<file path="config.mk">
export PLATFORM = sky130hd
export DESIGN_NAME = licr_top
export DESIGN_NICKNAME = d
export VERILOG_FILES = /design/src/core/licr_pkg.sv /design/src/core/licr_top.sv
export VERILOG_INCLUDE_DIRS = /design/src /design/src/core
export SDC_FILE = /design/constraint.sdc
export NUM_CORES = 1
export LEC_CHECK = 0
export ABC_AREA = 1
export BUFFER_PORTS_ARGS = -buffer_cell sky130_fd_sc_hd__buf_2
export CAP_MARGIN = 30
export CORE_MARGIN = 5
export CORE_UTILIZATION = 40
export DETAILED_ROUTE_END_ITERATION = 12
export SLEW_MARGIN = 40
export SYNTH_ARGS = -nofsm -noshare
export SYNTH_HDL_FRONTEND = slang
export SYNTH_SLANG_ARGS = --single-unit
</file>
<file path="constraint.sdc">
create_clock -name aclk -period 3.9 [get_ports aclk]
set_clock_uncertainty 0.1 [all_clocks]
set_input_delay 0.78 -clock aclk [delete_from_list [all_inputs] [get_ports aclk]]
set_output_delay 0.78 -clock aclk [all_outputs]
set_load 0.05 [all_outputs]
</file>
<file path="src/core/licr_defines.svh">
`ifndef LICR_DEFINES_SVH
`define LICR_DEFINES_SVH
// ----------------------------------------
// register indices and address width
// ----------------------------------------
`define LICR_IDX_LIC1 8'h78
`define LICR_IDX_LIC2 8'h79
`define LICR_IDX_LIC3 8'h7a
`define LICR_IDX_LIC4 8'h7b
`define LICR_IDX_GAIN 8'h7d
`define LICR_ADDR_W 10
// ----------------------------------------
// reset values
// ----------------------------------------
`define LICR_RST_REG 8'h00
// ----------------------------------------
// field positions
// ----------------------------------------
`define LICR_LIC1_BO_LSB 5
`define LICR_LIC2_STD 7
`define LICR_LIC2_LRST 6
`define LICR_LIC2_VINS 5
`define LICR_LIC2_TXEN 4
`define LICR_LIC2_JSRC 3
`define LICR_LIC2_CDRV 0
`define LICR_LIC3_TEDGE 6
`define LICR_LIC3_REDGE 5
`define LICR_LIC3_MM_LSB 3
`define LICR_LIC3_RSCK 2
`define LICR_LIC3_TSCK 1
`define LICR_LIC3_ALT 0
`define LICR_LIC4_CODE_EN 7
`define LICR_LIC4_CODE_INV 6
`define LICR_LIC4_PS_LSB 4
`define LICR_LIC4_TT_LSB 2
`define LICR_LIC4_RT_LSB 0
`define LICR_GAIN_MODE 6
`define LICR_GAIN_CODE_LSB 0
// ----------------------------------------
// write masks, bus answers and run limit
// ----------------------------------------
`define LICR_MASK_LIC2 8'hfb
`define LICR_MASK_LIC3 8'h7f
`define LICR_MASK_GAIN 8'h7f
`define LICR_RESP_OKAY 2'h0
`define LICR_RESP_SLVERR 2'h2
`define LICR_RUN_THIRD 2'h2
`endif

</file>
<file path="src/core/licr_pkg.sv">
`default_nettype none
package licr_pkg;
  typedef enum logic [1:0] {LICR_TERM_OFF, LICR_TERM_75, LICR_TERM_100, LICR_TERM_120} licr_term_t;
  typedef enum logic [1:0] {LICR_TX_DATA, LICR_TX_ONES, LICR_TX_ALT} licr_txsrc_t;
  typedef struct packed {
    logic line_standard_e1;
    logic attenuator_clock_source;
    logic [1:0] prescaler;
    logic gain_auto;
    logic [5:0] gain_code;
    logic drv_square_wave;
    logic drv_open_drain;
    logic [2:0] build_out_field;
    logic tx_sample_rising;
    logic rx_update_falling;
    logic [5:0] rx_boost_db;
    logic rx_sync_clock_mode;
    logic tx_sync_clock_send;
    logic coding_enable;
    logic coding_invert;
    licr_term_t tx_term;
    licr_term_t rx_term;
  } licr_cfg_t;
  typedef struct packed {
    logic [31:0] data;
    logic [1:0] resp;
  } licr_rdat_t;
endpackage
`default_nettype wire

</file>
<file path="src/core/licr_top.sv">
`timescale 1ns/10ps
`default_nettype none
`include "licr_defines.svh"

// Summary of operation
// - gain mode bit selects automatic or coded gain
// - bit 7 selects T1 or E1 standard
// - rising interface reset bit pulses datapath reset
// - rising insert bit arms one violation insertion
// - enable bit low sends all ones
// - source bit picks master clock or PLL
// - custom driver gives square or open drain
// - edge bit selects transmit sampling edge
// - edge bit selects receive update edge
// - monitor field selects receive gain boost
// - enable bit selects sync clock receive mode
// - enable bit makes transmitter send sync clock
// - pattern bit sends alternating ones and zeros
// - coding bit switches to CMI coding
// - invert bit inverts CMI line signal
// - prescaler and source must match master clock
// - two bits select transmit termination
// - build-out field in bits 5 to 7
// - two bits select receive termination
module licr_top (
  // clock and reset
  input wire logic aclk,
  input wire logic aresetn,
  // axi4-lite write address
  input wire logic [`LICR_ADDR_W-1:0] s_axi_awaddr,
  input wire logic s_axi_awvalid,
  output logic s_axi_awready,
  // axi4-lite write data
  input wire logic [31:0] s_axi_wdata,
  input wire logic [3:0] s_axi_wstrb,
  input wire logic s_axi_wvalid,
  output logic s_axi_wready,
  // axi4-lite write response
  output logic [1:0] s_axi_bresp,
  output logic s_axi_bvalid,
  input wire logic s_axi_bready,
  // axi4-lite read address
  input wire logic [`LICR_ADDR_W-1:0] s_axi_araddr,
  input wire logic s_axi_arvalid,
  output logic s_axi_arready,
  // axi4-lite read data
  output logic [31:0] s_axi_rdata,
  output logic [1:0] s_axi_rresp,
  output logic s_axi_rvalid,
  input wire logic s_axi_rready,
  // transmit bit stream from the framer and line clock ticks
  input wire logic tx_bit_valid,
  input wire logic tx_bit,
  input wire logic attenuator_clock_tick,
  input wire logic transmit_line_clock_tick,
  // towards line datapath
  output licr_pkg::licr_cfg_t cfg,
  output licr_pkg::licr_txsrc_t tx_source,
  output logic tx_line_bit,
  output logic tx_line_bit_valid,
  output logic bpv_insert,
  output logic interface_reset_pulse
);
  import licr_pkg::*;

  // ----------------------------------------
  // helpers
  // ----------------------------------------
  function automatic logic [7:0] licr_index(input logic [`LICR_ADDR_W-1:0] a);
    licr_index = a[9:2];
  endfunction

  function automatic logic licr_mapped(input logic [`LICR_ADDR_W-1:0] a);
    logic [7:0] i;
    i = licr_index(a);
    licr_mapped = (a[1:0] == 2'h0) && ((i == `LICR_IDX_LIC1) || (i == `LICR_IDX_LIC2) ||
      (i == `LICR_IDX_LIC3) || (i == `LICR_IDX_LIC4) || (i == `LICR_IDX_GAIN));
  endfunction

  function automatic licr_term_t licr_term(input logic [1:0] c);
    licr_term = licr_term_t'(c);
  endfunction

  function automatic logic [5:0] licr_boost(input logic [1:0] m);
    unique case (m)
      2'h0: licr_boost = 6'h00;
      2'h1: licr_boost = 6'h14;
      2'h2: licr_boost = 6'h1a;
      2'h3: licr_boost = 6'h20;
    endcase
  endfunction

  // ----------------------------------------
  // register storage
  // ----------------------------------------
  logic [7:0] lic1_ff;
  logic [7:0] lic2_ff;
  logic [7:0] lic3_ff;
  logic [7:0] lic4_ff;
  logic [7:0] gain_ff;

  // ----------------------------------------
  // write channel
  // ----------------------------------------
  logic aw_held_ff;
  logic w_held_ff;
  logic [`LICR_ADDR_W-1:0] awaddr_ff;
  logic [7:0] wbyte_ff;
  logic wlane_ff;
  logic bvalid_ff;
  logic [1:0] bresp_ff;
  logic aw_take;
  logic w_take;
  logic wr_do;
  logic [`LICR_ADDR_W-1:0] wr_addr;
  logic [7:0] wr_byte;
  logic wr_lane;
  logic [7:0] wr_idx;

  assign s_axi_awready = !aw_held_ff && !bvalid_ff;
  assign s_axi_wready = !w_held_ff && !bvalid_ff;
  assign aw_take = s_axi_awvalid && s_axi_awready;
  assign w_take = s_axi_wvalid && s_axi_wready;
  assign wr_do = (aw_held_ff || aw_take) && (w_held_ff || w_take) && !bvalid_ff;
  assign wr_addr = aw_held_ff ? awaddr_ff : s_axi_awaddr;
  assign wr_byte = w_held_ff ? wbyte_ff : s_axi_wdata[7:0];
  assign wr_lane = w_held_ff ? wlane_ff : s_axi_wstrb[0];
  assign wr_idx = licr_index(wr_addr);
  assign s_axi_bvalid = bvalid_ff;
  assign s_axi_bresp = bresp_ff;

  always_ff @(posedge aclk) begin
    if (!aresetn) begin
      aw_held_ff <= 1'h0;
      awaddr_ff <= '0;
    end else if (wr_do) begin
      aw_held_ff <= 1'h0;
    end else if (aw_take) begin
      aw_held_ff <= 1'h1;
      awaddr_ff <= s_axi_awaddr;
    end
  end

  always_ff @(posedge aclk) begin
    if (!aresetn) begin
      w_held_ff <= 1'h0;
      wbyte_ff <= '0;
      wlane_ff <= 1'h0;
    end else if (wr_do) begin
      w_held_ff <= 1'h0;
    end else if (w_take) begin
      w_held_ff <= 1'h1;
      wbyte_ff <= s_axi_wdata[7:0];
      wlane_ff <= s_axi_wstrb[0];
    end
  end

  always_ff @(posedge aclk) begin
    if (!aresetn) begin
      bvalid_ff <= 1'h0;
      bresp_ff <= `LICR_RESP_OKAY;
    end else if (wr_do) begin
      bvalid_ff <= 1'h1;
      bresp_ff <= licr_mapped(wr_addr) ? `LICR_RESP_OKAY : `LICR_RESP_SLVERR;
    end else if (s_axi_bready) begin
      bvalid_ff <= 1'h0;
    end
  end

  // register updates; only byte lane 0 carries the 8-bit fields
  logic wr_hit;
  assign wr_hit = wr_do && wr_lane && licr_mapped(wr_addr);

  always_ff @(posedge aclk) begin
    if (!aresetn) begin
      lic1_ff <= `LICR_RST_REG;
      lic2_ff <= `LICR_RST_REG;
      lic3_ff <= `LICR_RST_REG;
      lic4_ff <= `LICR_RST_REG;
      gain_ff <= `LICR_RST_REG;
    end else if (wr_hit) begin
      unique case (wr_idx)
        `LICR_IDX_LIC1: lic1_ff <= wr_byte;
        `LICR_IDX_LIC2: lic2_ff <= wr_byte & `LICR_MASK_LIC2;
        `LICR_IDX_LIC3: lic3_ff <= wr_byte & `LICR_MASK_LIC3;
        `LICR_IDX_LIC4: lic4_ff <= wr_byte;
        `LICR_IDX_GAIN: gain_ff <= wr_byte & `LICR_MASK_GAIN;
        default: lic1_ff <= lic1_ff;
      endcase
    end
  end

  // ----------------------------------------
  // read channel
  // ----------------------------------------
  logic rvalid_ff;
  licr_rdat_t rdat_ff;
  licr_rdat_t nxt_rdat;
  logic [7:0] rd_idx;

  assign s_axi_arready = !rvalid_ff;
  assign s_axi_rvalid = rvalid_ff;
  assign s_axi_rdata = rdat_ff.data;
  assign s_axi_rresp = rdat_ff.resp;
  assign rd_idx = licr_index(s_axi_araddr);

  always_comb begin
    nxt_rdat.data = 32'h0000_0000;
    nxt_rdat.resp = licr_mapped(s_axi_araddr) ? `LICR_RESP_OKAY : `LICR_RESP_SLVERR;
    if (licr_mapped(s_axi_araddr)) begin
      unique case (rd_idx)
        `LICR_IDX_LIC1: nxt_rdat.data[7:0] = lic1_ff;
        `LICR_IDX_LIC2: nxt_rdat.data[7:0] = lic2_ff;
        `LICR_IDX_LIC3: nxt_rdat.data[7:0] = lic3_ff;
        `LICR_IDX_LIC4: nxt_rdat.data[7:0] = lic4_ff;
        `LICR_IDX_GAIN: nxt_rdat.data[7:0] = gain_ff;
        default: nxt_rdat.data = 32'h0000_0000;
      endcase
    end
  end

  always_ff @(posedge aclk) begin
    if (!aresetn) begin
      rvalid_ff <= 1'h0;
      rdat_ff <= '0;
    end else if (s_axi_arvalid && s_axi_arready) begin
      rvalid_ff <= 1'h1;
      rdat_ff <= nxt_rdat;
    end else if (s_axi_rready) begin
      rvalid_ff <= 1'h0;
    end
  end

  // ----------------------------------------
  // configuration decode
  // ----------------------------------------
  licr_cfg_t cfg_ff;
  licr_cfg_t nxt_cfg;
  logic [2:0] bo;

  assign bo = lic1_ff[`LICR_LIC1_BO_LSB +: 3];
  assign cfg = cfg_ff;

  always_comb begin
    nxt_cfg.line_standard_e1 = lic2_ff[`LICR_LIC2_STD];
    nxt_cfg.attenuator_clock_source = lic2_ff[`LICR_LIC2_JSRC];
    nxt_cfg.prescaler = lic4_ff[`LICR_LIC4_PS_LSB +: 2];
    nxt_cfg.gain_auto = !gain_ff[`LICR_GAIN_MODE];
    nxt_cfg.gain_code = gain_ff[`LICR_GAIN_MODE] ? gain_ff[`LICR_GAIN_CODE_LSB +: 6] : 6'h00;
    nxt_cfg.drv_square_wave = lic2_ff[`LICR_LIC2_CDRV] && (bo == 3'h0);
    nxt_cfg.drv_open_drain = lic2_ff[`LICR_LIC2_CDRV] && (bo != 3'h0);
    nxt_cfg.build_out_field = bo;
    nxt_cfg.tx_sample_rising = lic3_ff[`LICR_LIC3_TEDGE];
    nxt_cfg.rx_update_falling = lic3_ff[`LICR_LIC3_REDGE];
    nxt_cfg.rx_boost_db = licr_boost(lic3_ff[`LICR_LIC3_MM_LSB +: 2]);
    nxt_cfg.rx_sync_clock_mode = lic3_ff[`LICR_LIC3_RSCK];
    nxt_cfg.tx_sync_clock_send = lic3_ff[`LICR_LIC3_TSCK];
    nxt_cfg.coding_enable = lic4_ff[`LICR_LIC4_CODE_EN];
    nxt_cfg.coding_invert = lic4_ff[`LICR_LIC4_CODE_INV];
    nxt_cfg.tx_term = licr_term(lic4_ff[`LICR_LIC4_TT_LSB +: 2]);
    nxt_cfg.rx_term = licr_term(lic4_ff[`LICR_LIC4_RT_LSB +: 2]);
  end

  always_ff @(posedge aclk) begin
    if (!aresetn) begin
      cfg_ff <= '0;
    end else begin
      cfg_ff <= nxt_cfg;
    end
  end

  // ----------------------------------------
  // interface reset and violation arming
  // ----------------------------------------
  logic lrst_d_ff;
  logic vins_d_ff;
  logic lrst_pulse_ff;
  logic armed_ff;
  logic [1:0] run_ff;
  logic bpv_ff;
  logic fire;

  always_ff @(posedge aclk) begin
    if (!aresetn) begin
      lrst_d_ff <= 1'h0;
      vins_d_ff <= 1'h0;
      lrst_pulse_ff <= 1'h0;
    end else begin
      lrst_d_ff <= lic2_ff[`LICR_LIC2_LRST];
      vins_d_ff <= lic2_ff[`LICR_LIC2_VINS];
      lrst_pulse_ff <= lic2_ff[`LICR_LIC2_LRST] && !lrst_d_ff;
    end
  end

  assign interface_reset_pulse = lrst_pulse_ff;
  assign fire = armed_ff && tx_bit_valid && tx_bit && (run_ff == `LICR_RUN_THIRD);

  // a new arm in the cycle of an insertion wins over the disarm
  always_ff @(posedge aclk) begin
    if (!aresetn) begin
      armed_ff <= 1'h0;
    end else if (lic2_ff[`LICR_LIC2_VINS] && !vins_d_ff) begin
      armed_ff <= 1'h1;
    end else if (fire) begin
      armed_ff <= 1'h0;
    end
  end

  always_ff @(posedge aclk) begin
    if (!aresetn) begin
      run_ff <= 2'h0;
    end else if (tx_bit_valid) begin
      if (!tx_bit || fire) begin
        run_ff <= 2'h0;
      end else if (run_ff != `LICR_RUN_THIRD) begin
        run_ff <= run_ff + 2'h1;
      end
    end
  end

  always_ff @(posedge aclk) begin
    if (!aresetn) begin
      bpv_ff <= 1'h0;
    end else begin
      bpv_ff <= fire;
    end
  end

  assign bpv_insert = bpv_ff;

  // ----------------------------------------
  // transmit pattern source
  // ----------------------------------------
  licr_txsrc_t src_ff;
  licr_txsrc_t nxt_src;
  logic alt_ff;
  logic tx_out_ff;
  logic tx_out_vld_ff;

  always_comb begin
    if (!lic2_ff[`LICR_LIC2_TXEN]) begin
      nxt_src = LICR_TX_ONES;
    end else if (lic3_ff[`LICR_LIC3_ALT]) begin
      nxt_src = LICR_TX_ALT;
    end else begin
      nxt_src = LICR_TX_DATA;
    end
  end

  always_ff @(posedge aclk) begin
    if (!aresetn) begin
      src_ff <= LICR_TX_ONES;
    end else begin
      src_ff <= nxt_src;
    end
  end

  assign tx_source = src_ff;

  always_ff @(posedge aclk) begin
    if (!aresetn) begin
      alt_ff <= 1'h0;
    end else if (src_ff == LICR_TX_ALT && transmit_line_clock_tick) begin
      alt_ff <= !alt_ff;
    end
  end

  always_ff @(posedge aclk) begin
    if (!aresetn) begin
      tx_out_ff <= 1'h1;
      tx_out_vld_ff <= 1'h0;
    end else begin
      unique case (src_ff)
        LICR_TX_ONES: begin
          tx_out_ff <= 1'h1;
          tx_out_vld_ff <= attenuator_clock_tick;
        end
        LICR_TX_ALT: begin
          tx_out_ff <= !alt_ff;
          tx_out_vld_ff <= transmit_line_clock_tick;
        end
        default: begin
          tx_out_ff <= tx_bit;
          tx_out_vld_ff <= tx_bit_valid;
        end
      endcase
    end
  end

  assign tx_line_bit = tx_out_ff;
  assign tx_line_bit_valid = tx_out_vld_ff;

endmodule
`default_nettype wire

</file>
==> flow_summary.json <==
{
  "power_density_mw_per_mm2": 447,
  "seq_area_frac_synth_pct": 44.0,
  "antenna_left": 0,
  "synth.yosys.warnings": 0,
  "r2r-start": "aw_held_ff",
  "vias": 4375,
  "drv_slew": 0,
  "layout_min_cycle_time_ns": 2.45,
  "die_area_mm2": 0.0151,
  "postCtsResizedCells": 0,
  "synthCells": 713,
  "cts_tree": "built",
  "min_period_over_period_pct": 62.9,
  "fillers": 1302,
  "hold_path_class": "reg -> reg",
  "finalHoldViolations": 0,
  "post-route-util_pct": 46.9,
  "pin_count": 146,
  "maxCapViolCount": 0,
  "place_congestion": 0.880,
  "critPathTopFamily": "simple AND/OR/NAND/NOR gates",
  "grt_setup_unrepaired": "no",
  "ys_seq_elements": 112,
  "ys_top_cells_by_area": "dfxtp_1 (44%), nand2_1 (11%), inv_1 (9.3%)",
  "layout.nets": 867,
  "arrival_ns": 2.62,
  "synth_enable_flop_cells": 0,
  "clockBufferDepth": 2,
  "crit-reg2reg-capture": "lic4_ff[7]",
  "numCtsBuffers": 9,
  "grt-ovfl-total": 0,
  "fmax_mhz": 408,
  "post_cts_buffers": 0,
  "portBuffers": 91,
  "start_util_pct": 40.5,
  "path_class": "in -> reg",
  "setup_viol_count_final": 0,
  "fp.dieW_um": 123,
  "synth_flop_cell": "dfxtp_1",
  "grt_max_degree": 88,
  "ys_async_sr_fraction_pct": 0,
  "post-dp-hpwl_mm": 8.75,
  "synth_commonest_cells": "nand2_1 (153), inv_1 (126), dfxtp_1 (112), nor2_1 (104), o21ai_0 (50)",
  "core-area_mm2": 0.0126,
  "status": "finished, final reports clean",
  "grt.total_usage_pct": 16.6,
  "drtIter0Drc": 226,
  "cp_max_fo": 11,
  "crit_path_max_incr_delay_ns": 0.63,
  "cts.htree.levels": 3,
  "drive_gt1_share_pct": 17.0,
  "hold_path_end": "interface_reset_pulse",
  "tightest_slew_ns": 0.842,
  "antenna_found_initial": 0,
  "diodes": 0,
  "peakVddDrop_uv": 268,
  "avgSynthCellArea_um2": 7.14,
  "wire_per_inst_um": 12.3,
  "cp-start-kind": "input port",
  "cts_sinks": 112,
  "drc": 0,
  "hp-start": "lrst_d_ff",
  "firstDrtPassIters": 4,
  "end_kind": "flip-flop",
  "r2r_setup_slack_ns": 1.63,
  "path_buf_inv": 2,
  "cts_root_buf": "clkbuf_16",
  "path_clk_slew_ns": 0.07,
  "ys_types": 38,
  "drt-total-wl_mm": 11.9,
  "power.leakage_nw": 2.98,
  "area_delta_synth_final_pct": 15.7,
  "grt_pass1_vias": 4284,
  "synth_top_area_cell": "dfxtp_1",
  "tns_ns": 0,
  "synth_area_mm2": 0.00509,
  "whs_path_depth": 1,
  "worstPathRequired_ns": 4.07,
  "reg2regPathDepth": 7,
  "worstPathCellList": "buf_2, inv_1, nand2_1, nor2_1, and2_1, o21a_1, o21ai_0, a21oi_1",
  "netlist.area_leader.share_pct": 44.0,
  "ctsHoldBuffers": 0,
  "grt_pass1_wl_mm": 20.0,
  "insertion_delay_ns": 0.35,
  "die_height_um": 123,
  "slew_headroom_pct": 43.7,
  "via_per_inst": 4.51,
  "synth.most_common_cell": "nand2_1",
  "rows": 41,
  "crit_slowest_cell": "nor2_1"
}
## report_power, final
part           total, W  internal [W]  switching [W]  leakage, nW
Clock           0.00106      0.000629       0.000431        0.166
Sequential      0.00121       0.00118      0.0000294        0.908
Combinational  0.000363     0.0000883       0.000275         1.91
Total           0.00263       0.00190       0.000736         2.98
## worst max-delay path by stage
stage	startpoint	to	slack [ns]	depth (start not counted)
2_1_floorplan	s_axi_bvalid	s_axi_awready	1.74	1
3_3_place_gp	s_axi_araddr[9]	s_axi_rdata[4]	1.18	8
3_5_place_dp	s_axi_araddr[9]	s_axi_rdata[4]	1.17	8
4_1_cts	s_axi_araddr[9]	s_axi_rdata[4]	1.53	8
5_1_grt	s_axi_araddr[9]	s_axi_rdata[4]	1.33	8
6_report	s_axi_araddr[9]	s_axi_rdata[4]	1.45	8
## cell usage in the layout (no fill, tap or decap), types with 2 or more instances in the layout
master     count
a21oi_1       20
buf_2         91
buf_4          2
bufinv_16      3
clkbuf_16      9
clkinv_1       2
clkinv_4       2
conb_1        27
dfxtp_1      112
ha_1           6
inv_1        126
inv_2          2
nand2_1      153
nand2_2        2
nand3_1       17
nand4_1       10
nand4_4        4
nor2_1       104
nor3_1         6
nor3_2         2
o211ai_1       2
o21a_1         2
o21ai_0       50
o21ai_1       17
o21ai_2        2
o22ai_1        4
or2_2          7
## metrics by stage
step           power, W  cells  hold slack (ns)  setup WS [ns]  area, um2
3_3_place_gp    0.00159    955            0.275           1.18       5540
5_1_grt         0.00275    971            0.332           1.33       5900
4_1_cts         0.00266    971            0.290           1.53       5900
2_1_floorplan   0.00154    739            0.268           1.74       5190
6_report        0.00263    971            0.289           1.45       5900
3_5_place_dp    0.00160    955            0.280           1.17       5550
## layer usage
| layer | track usage (%) | part of all wire [%] |
|---|---|---|
| met1 | 22.6 | 47 |
| met2 | 26.6 | 45 |
| met3 | 3.18 | 6.4 |
| met4 | 5.60 | 1.4 |
| met5 | 0 | 0 |
## registers in the layout, summed over array words and instances, names as in the netlist, 2 cells and up
register and cells:
cfg 30, awaddr_ff 10, lic1_ff 8, lic4_ff 8
s_axi_rdata 8, wbyte_ff 8, gain_ff 7, lic2_ff 7
lic3_ff 7, run_ff 2, tx_source 2
## kinds of logic (layout without fill, tap and decap cells)
family	count (synthesis)	count (layout)	synth area share (%)
and+or+nand+nor	313	313	27.2
AOI/OAI and AO/OA	101	101	10.9
buffers and inverters	179	239	16.2
other	1	27	0.0736
DFF	112	112	44.0
adders and majority gates	6	6	1.47
muxes	1	1	0.197
## final cells by class
type,instances,area [um2],share of cell area (%)
Tap cell,172,215,3.65
Multi-Input combinational cell,448,2130,36.2
Clock buffer,9,225,3.82
Inverter,130,488,8.28
Clock inverter,7,120,2.04
Sequential cell,112,2240,38.0
Timing Repair Buffer,93,470,7.98
Note: power is estimated with default switching activity, not from simulation.
